File: config.mk
export PLATFORM = sky130hd
export DESIGN_NAME = sas_adc_top
export DESIGN_NICKNAME = d
export VERILOG_FILES = /design/src/shared/sas_pkg.sv /design/src/design/sas_sar_core.sv /design/src/design/sas_adc_top.sv
export SDC_FILE = /design/constraint.sdc
export NUM_CORES = 1
export LEC_CHECK = 0
export ABC_AREA = 1
export BUFFER_PORTS_ARGS = -buffer_cell sky130_fd_sc_hd__buf_2
export CAP_MARGIN = 20
export CORE_UTILIZATION = 40
export CTS_BUF_LIST = sky130_fd_sc_hd__clkbuf_4 sky130_fd_sc_hd__clkbuf_8
export DETAILED_ROUTE_END_ITERATION = 7
export SLEW_MARGIN = 20
export SYNTH_ARGS = -nofsm -noshare
export SYNTH_HDL_FRONTEND = slang
export SYNTH_HIERARCHICAL = 1
export SYNTH_SLANG_ARGS = --single-unit
File: constraint.sdc
create_clock -name CORE_CLK -period 3.7 [get_ports CORE_CLK]
set_input_delay 0.185 -clock CORE_CLK [delete_from_list [all_inputs] [get_ports CORE_CLK]]
set_output_delay 0.185 -clock CORE_CLK [all_outputs]
set_load 0.05 [all_outputs]
File: src/shared/sas_pkg.sv
`default_nettype none
package sas_pkg;
  localparam int RES_W = 10;
  localparam int CONV_TADS = 11;
  localparam int ABORT_TADS = 2;
  localparam int INSTR_CYCLES_DFLT = 4;
  localparam int ADR_W = 8;
  // Register word indices, byte address is index * 4
  localparam logic [5:0] IDX_CTRL = 6'h1F;
  localparam logic [5:0] IDX_ANALOG_SELECT_REG = 6'h20;
  localparam logic [5:0] IDX_RESH = 6'h21;
  localparam logic [5:0] IDX_RESL = 6'h22;
  localparam logic [5:0] IDX_FLAG = 6'h23;
  localparam logic [5:0] IDX_MASK = 6'h24;
  localparam logic [5:0] IDX_DIR = 6'h25;
  // converter_control fields
  localparam int CTRL_ON = 0;
  localparam int CTRL_GO = 1;
  localparam int CTRL_CHS = 2;
  localparam int CTRL_VREF = 6;
  localparam int CTRL_JUST = 7;
  // analog_select_reg fields
  localparam int ANALOG_SELECT_REG_CS = 4;
  localparam logic [3:0] ANS_RST = 4'hF;
  localparam logic [3:0] DIR_RST = 4'hF;
  // peripheral_flag_reg and mask
  localparam int FLAG_DONE = 6;
  // conv_clock_select codes
  localparam logic [2:0] CS_DIV2 = 3'b000;
  localparam logic [2:0] CS_DIV4 = 3'b100;
  localparam logic [2:0] CS_DIV8 = 3'b001;
  localparam logic [2:0] CS_DIV16 = 3'b101;
  localparam logic [2:0] CS_DIV32 = 3'b010;
  localparam logic [2:0] CS_DIV64 = 3'b110;
  localparam logic [1:0] CS_RC_LO = 2'b11;
endpackage
`default_nettype wire

File: src/design/sas_sar_core.sv
`timescale 1ns/1ps
`default_nettype none
module sas_sar_core #(
  parameter int CODE_W = 10
) (
  input wire logic clk,
  input wire logic rst,
  input wire logic start,
  input wire logic abort,
  input wire logic step,
  input wire logic comp,
  output logic busy,
  output logic done,
  output logic [CODE_W-1:0] code
);
  import sas_pkg::*;

  if (CODE_W < 2 || CODE_W > 14) begin : g_chk
    $error("CODE_W must be 2 to 14");
  end

  localparam logic [3:0] LAST = 4'(CODE_W);

  typedef struct packed {
    logic busy;
    logic done;
    logic [3:0] cnt;
    logic [CODE_W-1:0] code;
  } sas_core_s;

  sas_core_s q, d;
  logic [3:0] idx;
  logic [CODE_W-1:0] t;

  always_comb begin
    d = q;
    d.done = 1'b0;
    idx = LAST - q.cnt;
    t = q.code;
    if (abort) begin
      d.busy = 1'b0;
    end else if (start) begin
      d.busy = 1'b1;
      d.cnt = 4'h0;
      d.code = '0;
      d.code[CODE_W-1] = 1'b1;
    end else if (q.busy && step) begin
      // First period holds the sample, then one bit per period
      if (q.cnt != 4'h0) begin
        t[idx] = comp;
        if (idx != 4'h0) begin
          t[idx-4'h1] = 1'b1;
        end
        d.code = t;
      end
      if (q.cnt == LAST) begin
        d.busy = 1'b0;
        d.done = 1'b1;
      end else begin
        d.cnt = q.cnt + 4'h1;
      end
    end
    if (rst) begin
      d = '0;
    end
  end

  always_ff @(posedge clk) begin
    q <= d;
  end

  assign busy = q.busy;
  assign done = q.done;
  assign code = q.code;

  // Periods counted independently of the core counter
  logic [4:0] nsteps_q;
  always_ff @(posedge clk) begin
    if (rst || start) begin
      nsteps_q <= 5'h00;
    end else if (q.busy && step) begin
      nsteps_q <= nsteps_q + 5'h01;
    end
  end
endmodule // sas_sar_core
`default_nettype wire

File: src/design/sas_adc_top.sv
`timescale 1ns/1ps
`default_nettype none
// Overview of operation
// - Successive approximation yields a 10-bit result kept in a result pair.
// - Two-bit channel field routes one of four inputs to sample-and-hold.
// - Control bit 6 picks external reference pin when set, supply when clear.
// - Every conversion lasts eleven conversion-clock periods.
// - Three-bit field picks oscillator divide 2 to 64, or RC clock.
// - Writing 1 to control bits 1 and 0 while already on starts conversion on selected channel.
// - Completion clears start bit, sets done flag bit 6, raises interrupt when mask bit 6 is set.
// - Clearing start bit mid-conversion aborts; result keeps previous value.
// - After abort wait two periods, then acquire on selected channel.
// - Control bit 7 set gives right-justified, clear gives left-justified result.
// - Analog-select bits disable pin input buffers; direction bits tristate drivers.
// - Reset turns module off, aborts conversion, leaves result pair unchanged.
// - With RC clock, wait one instruction cycle before conversion begins.
module sas_adc_top #(
  parameter int INSTR_CYCLES = sas_pkg::INSTR_CYCLES_DFLT
) (
  input wire logic CORE_CLK,
  input wire logic RST,
  input wire logic WB_CYC_I,
  input wire logic WB_STB_I,
  input wire logic WB_WE_I,
  input wire logic [sas_pkg::ADR_W-1:0] WB_ADR_I,
  input wire logic [3:0] WB_SEL_I,
  input wire logic [31:0] WB_DAT_I,
  output logic [31:0] WB_DAT_O,
  output logic WB_ACK_O,
  output logic IRQ,
  input wire logic COMP_IN,
  input wire logic RC_OSC_IN,
  output logic CONV_ENABLE,
  output logic SAMPLE_HOLD,
  output logic [1:0] CHANNEL_SELECT,
  output logic REF_EXTERNAL,
  output logic [sas_pkg::RES_W-1:0] DAC_CODE,
  output logic [3:0] DIG_IN_DISABLE,
  output logic [3:0] PIN_TRISTATE
);
  import sas_pkg::*;

  if (INSTR_CYCLES < 1 || INSTR_CYCLES > 255) begin : g_chk
    $error("INSTR_CYCLES must be 1 to 255");
  end

  localparam logic [7:0] WAIT_LAST = 8'(INSTR_CYCLES - 1);

  typedef enum logic [1:0] {
    ST_ACQ,
    ST_RCW,
    ST_CONV,
    ST_ABORT
  } sas_state_e;

  typedef struct packed {
    sas_state_e st;
    logic on;
    logic go;
    logic [1:0] chs;
    logic vref;
    logic just;
    logic [2:0] cs;
    logic [3:0] ans;
    logic [3:0] dir;
    logic [RES_W-1:0] result;
    logic flag;
    logic mask;
    logic [5:0] div;
    logic abt;
    logic [7:0] wcnt;
    logic ack;
    logic [7:0] dat;
    logic cs1;
    logic cs2;
    logic rs1;
    logic rs2;
    logic rs3;
  } sas_top_s;

  sas_top_s q, d;
  logic wr;
  logic rc_sel;
  logic conv_clock_period;
  logic [5:0] div_last;
  logic core_start;
  logic core_abort;
  logic core_busy;
  logic core_done;
  logic [RES_W-1:0] core_code;
  logic [5:0] idx;
  logic [7:0] resh;
  logic [7:0] resl;
  logic [7:0] rbyte;
  logic [7:0] wd;

  assign idx = WB_ADR_I[7:2];
  assign wd = WB_DAT_I[7:0];
  assign wr = WB_CYC_I & WB_STB_I & WB_WE_I & q.ack & WB_SEL_I[0];
  assign rc_sel = (q.cs[1:0] == CS_RC_LO);

  // Divider ratio per clock setting
  always_comb begin
    case (q.cs)
      CS_DIV2: div_last = 6'h01;
      CS_DIV4: div_last = 6'h03;
      CS_DIV8: div_last = 6'h07;
      CS_DIV16: div_last = 6'h0F;
      CS_DIV32: div_last = 6'h1F;
      CS_DIV64: div_last = 6'h3F;
      default: div_last = 6'h01;
    endcase
  end

  // RC clock edges come through the synchroniser
  assign conv_clock_period = rc_sel ? (q.rs2 & ~q.rs3) : (q.div == div_last);

  // Result layout by justification
  assign resh = q.just ? {6'h00, q.result[9:8]} : q.result[9:2];
  assign resl = q.just ? q.result[7:0] : {q.result[1:0], 6'h00};

  always_comb begin
    case (idx)
      IDX_CTRL: rbyte = {q.just, q.vref, 2'b00, q.chs, q.go, q.on};
      IDX_ANALOG_SELECT_REG: rbyte = {1'b0, q.cs, q.ans};
      IDX_RESH: rbyte = resh;
      IDX_RESL: rbyte = resl;
      IDX_FLAG: rbyte = 8'(q.flag) << FLAG_DONE;
      IDX_MASK: rbyte = 8'(q.mask) << FLAG_DONE;
      IDX_DIR: rbyte = {4'h0, q.dir};
      default: rbyte = 8'h00;
    endcase
  end

  always_comb begin
    d = q;
    core_start = 1'b0;
    core_abort = 1'b0;
    d.cs1 = COMP_IN;
    d.cs2 = q.cs1;
    d.rs1 = RC_OSC_IN;
    d.rs2 = q.rs1;
    d.rs3 = q.rs2;
    d.ack = WB_CYC_I & WB_STB_I & ~q.ack;
    if (WB_CYC_I & WB_STB_I & ~q.ack) begin
      d.dat = rbyte;
    end
    if (wr) begin
      case (idx)
        IDX_CTRL: begin
          d.on = wd[CTRL_ON];
          // Start accepted only when already on
          d.go = wd[CTRL_GO] & q.on & wd[CTRL_ON];
          d.chs = wd[CTRL_CHS+:2];
          d.vref = wd[CTRL_VREF];
          d.just = wd[CTRL_JUST];
        end
        IDX_ANALOG_SELECT_REG: begin
          d.cs = wd[ANALOG_SELECT_REG_CS+:3];
          d.ans = wd[3:0];
        end
        IDX_FLAG: d.flag = q.flag & ~wd[FLAG_DONE];
        IDX_MASK: d.mask = wd[FLAG_DONE];
        IDX_DIR: d.dir = wd[3:0];
        default: begin
        end
      endcase
    end
    d.div = (q.st == ST_ACQ || q.st == ST_RCW || conv_clock_period) ? 6'h00 : q.div + 6'h01;
    case (q.st)
      ST_ACQ: begin
        if (q.go && q.on) begin
          if (rc_sel) begin
            d.st = ST_RCW;
            d.wcnt = 8'h00;
          end else begin
            d.st = ST_CONV;
            core_start = 1'b1;
          end
        end
      end
      ST_RCW: begin
        if (!q.go || !q.on) begin
          d.st = ST_ACQ;
        end else if (q.wcnt == WAIT_LAST) begin
          d.st = ST_CONV;
          core_start = 1'b1;
        end else begin
          d.wcnt = q.wcnt + 8'h01;
        end
      end
      ST_CONV: begin
        if (!q.on) begin
          core_abort = 1'b1;
          d.st = ST_ACQ;
        end else if (!q.go) begin
          core_abort = 1'b1;
          d.div = 6'h00; // Hold-off counts whole periods
          d.st = ST_ABORT;
          d.abt = 1'b0;
        end else if (core_done) begin
          d.result = core_code;
          d.go = 1'b0;
          d.flag = 1'b1;
          d.st = ST_ACQ;
        end
      end
      ST_ABORT: begin
        if (!q.on) begin
          d.st = ST_ACQ;
        end else if (conv_clock_period) begin
          // Second period ends the hold-off, acquisition resumes
          if (q.abt) begin
            d.st = ST_ACQ;
          end else begin
            d.abt = 1'b1;
          end
        end
      end
      default: d.st = ST_ACQ;
    endcase
    if (RST) begin
      d = '0;
      d.st = ST_ACQ;
      d.ans = ANS_RST;
      d.dir = DIR_RST;
      d.result = q.result;
      core_abort = 1'b1;
    end
  end

  always_ff @(posedge CORE_CLK) begin
    q <= d;
  end

  sas_sar_core #(
    .CODE_W(RES_W)
  ) u_core (
    .clk(CORE_CLK),
    .rst(RST),
    .start(core_start),
    .abort(core_abort),
    .step(conv_clock_period),
    .comp(q.cs2),
    .busy(core_busy),
    .done(core_done),
    .code(core_code)
  );

  assign WB_DAT_O = {24'h0000_00, q.dat};
  assign WB_ACK_O = q.ack;
  assign IRQ = q.flag & q.mask;
  assign CONV_ENABLE = q.on;
  assign SAMPLE_HOLD = q.on & (q.st == ST_ACQ || q.st == ST_RCW);
  assign CHANNEL_SELECT = q.chs;
  assign REF_EXTERNAL = q.vref;
  assign DAC_CODE = core_code;
  assign DIG_IN_DISABLE = q.ans;
  assign PIN_TRISTATE = q.dir;
endmodule // sas_adc_top
`default_nettype wire

==> out/qor.csv <==
stage,metric,value,unit
final_layout,"most common cell after layout, fill and taps aside",nand2_1,
sta,Final Hold Fails,0,
sta,post-route setup TNS,0,ns
yosys,Syn. warnings,6,
power,clock network power share,40.8,%
min_path,Hold/Removal Path Class,in -> reg,
detailed_routing,DRC marker count from the first detailed-route iteration,263,
yosys,Yosys reg bits,76,
setup_path,critical path startpoint category,flip-flop,
grt,antenna violations before repair,0,
final_layout,fillers,1168,
final_layout,fin cells,821,
power,Gate power share,7.2,%
grt,vias in the first global route,3679,
sta,setup violators final,0,
setup_path,Critical Path Sink Type,flip-flop,
yosys,"EDFF count, synth",10,
floorplanning,Die X-Extent,109,um
setup_path,r2r setup slk,1.31,ns
final_layout,area grow syn2layout,6.76,%
yosys,post-synthesis compound-gate area fraction,10.5,%
power,Net Sw Power,402,uW
sta,unrepaired setup endpoints after global routing,false,
detailed_routing,DRC Markers,0,
sta,"Period Utilization, post-route",64.6,%
min_path,hold endpoint,q[2],
yosys,area of the mapped netlist,4610,um2
sta,Final WS setup,1.31,ns
cts,worst skew pair latency,0.35,ns
yosys,Async SR Flop Fraction,0,%
cts,clk sinks,76,
setup_path,worst-path maximum fanout,9,
placement,I/O Buffers,54,
cts,H-Tree Depth,3,
sta,post-route minimum period,2.39,ns
detailed_routing,routed wire length,10.2,mm
cts,clk slew on worst S/H paths,0.08,ns
final_layout,share of layout cells above drive strength 1,19.1,%
yosys,cell type with the largest total area after synthesis,dfxtp_1,
yosys,post-synthesis sequential area ratio,35.2,%
grt,total track usage,17.7,%
yosys,top post-synthesis cells by area,"dfxtp_1, nand2_1, buf_4",
min_path,worst hold start,RC_OSC_IN,
setup_path,crit path kind,reg -> reg,
cts,CTS Buf Count,9,
cts,deepest clock path buffer count,2,
cts,CTS tree,yes,
sta,Slew HR,46.7,%
grt,first-pass GRT wire length,16.6,mm
yosys,mux cell area share after synthesis,0,%
final_layout,ant diodes,0,
yosys,syn_area_per_cell,7.12,um2
detailed_routing,average wire per standard cell,12.4,um
power,Power Dens Cells,327,nW/um2
sta,final slew viol count,0,
outcome,outcome,"finished, final reports clean",
sta,Worst-Margin Slew,0.799,ns
min_path,hold depth,3,
yosys,Synth Area in Simple Gates,35.2,%
yosys,Syn Inst Count,647,
detailed_routing,Detail Route Antenna Nets,0,
placement,placed cell count,805,
power,Flop pwr share,52.0,%
setup_path,Arrival @ worst endpoint,2.67,ns
placement,HPWL Detailed,7.84,mm
floorplanning,row count,38,
sta,fmax,418,MHz
power,leakage power,0.00218,uW
power,Int Power,1210,uW
cts,root cell of the clock tree,clkbuf_8,
power,worst vdd ir,0.000169,V
setup_path,"Req. time, crit path",3.98,ns
setup_path,Reg2Reg Depth,13,
sta,Hold WS,0.0339,ns
final_layout,"leading cell types in the layout, fill and taps excluded","nand2_1, inv_1, dfxtp_1",
job,Max-Cap Viols,0,
yosys,post-synthesis cell type count,42,
detailed_routing,total number of vias,4053,
yosys,Most used DFF post-synth,dfxtp_1,
yosys,largest family of logic cells by synthesized area,simple AND/OR/NAND/NOR gates,
power,sw frac,25.0,%
cts,post-CTS setup buffer count,0,
grt,largest net degree at the start of global routing,40,
detailed_routing,DR vias/cell,4.94,
detailed_routing,Initial DRT Pass Iterations,7,
yosys,Synth Area in XOR/XNOR,1.33,%
grt,"Remaining Overflow, GRT",0,
yosys,Post-Synth Adder-Cell Area,1.90,%
sta,Clock Skew,0.0121,ns
final_layout,nets,734,
floorplanning,Die Area,12000,um2
cts,post-CTS sizing,0,
floorplanning,Core Box Area,11000,um2
floorplanning,# IOs,108,
yosys,post-synth top area share,28.7,%
placement,GP Congestion,0.909,
placement,pre-CTS setup slack,1.34,ns
floorplanning,Initial Utilization,41.8,%
floorplanning,Die Y,109,um
cts,hold_buf cts,0,
setup_path,reg-to-reg critical path startpoint,q[14],
setup_path,FF-to-FF End,u_core/code[6],
## state kept, by name, summed over array words and instances, names as in the netlist, 2 cells and up
register and cells:
WB_DAT_O 8, u_core/code 10, PIN_TRISTATE 4, CHANNEL_SELECT 2, q 39, u_core/q 4
DIG_IN_DISABLE 4
## power by group through the flow
| stage | registers [uW] | clock network [uW] | logic (uW) |
|---|---|---|---|
| finish | 837 | 657 | 115 |
| global route | 837 | 710 | 123 |
| CTS | 837 | 671 | 115 |
| detailed placement | 856 | 0 | 114 |
| global placement | 856 | 0 | 113 |
| floorplan | 857 | 0 | 107 |
## critical path, cell delays in order, from the launching register on
cell,delay (ns)
dfxtp_1,0.36
ha_1,0.18
nand2_1,0.06
nor3_1,0.18
nand3_1,0.16
a21oi_1,0.30
inv_1,0.13
a21oi_2,0.23
nand2_2,0.17
inv_2,0.11
nand2_1,0.08
inv_2,0.15
nand2_1,0.09
a21oi_2,0.12
## cells in the mapped netlist, types with 9 or more instances
master	n
buf_4	52
nor2_1	56
edfxtp_1	10
nand2_2	11
inv_1	67
o21ai_0	13
a21oi_1	34
nor3_1	11
nand2_1	159
inv_2	9
nand3_1	62
dfxtp_1	66
## per-layer routing
layer  global-route usage (%)  wire length [um]
met4                     5.05                85
met1                     21.6              4620
met5                        0                 0
met2                     30.7              4900
met3                     4.27               604
## area by class of cell
type	instances	area, um2	area share, %
Tap cell	140	175	3.56
Sequential cell	76	1620	33.0
Clock inverter	4	47.5	0.967
Multi-Input combinational cell	457	2350	47.7
Inverter	77	292	5.93
Clock buffer	12	159	3.23
Timing Repair Buffer	55	278	5.65
## how the worst max path moves through the flow
stage / from / endpoint / cells past startpoint
CTS: q[14] / u_core/code[6] / 13
global route: q[15] / u_core/code[4] / 13
global placement: q[14] / u_core/code[2] / 13
detailed placement: q[14] / u_core/code[6] / 13
floorplan: CONV_ENABLE / u_core/code[1] / 12
finish: q[14] / u_core/code[6] / 13
## kinds of logic (layout without fill, tap and decap cells)
group	after synthesis	in the layout
compound gates	80	80
other cells	1	24
flops	76	76
xor+xnor	7	7
simple gates	339	339
buf+inv	137	148
fa+ha+maj	7	7
## through the flow
step	power, uW	area (um2)	utilization, %
global placement	970	4710	42.7
CTS	1620	4920	44.6
floorplan	965	4690	-
global route	1670	4920	44.6
finish	1610	4920	44.6
detailed placement	971	4710	42.7
Power figures use the tool's default switching activity.
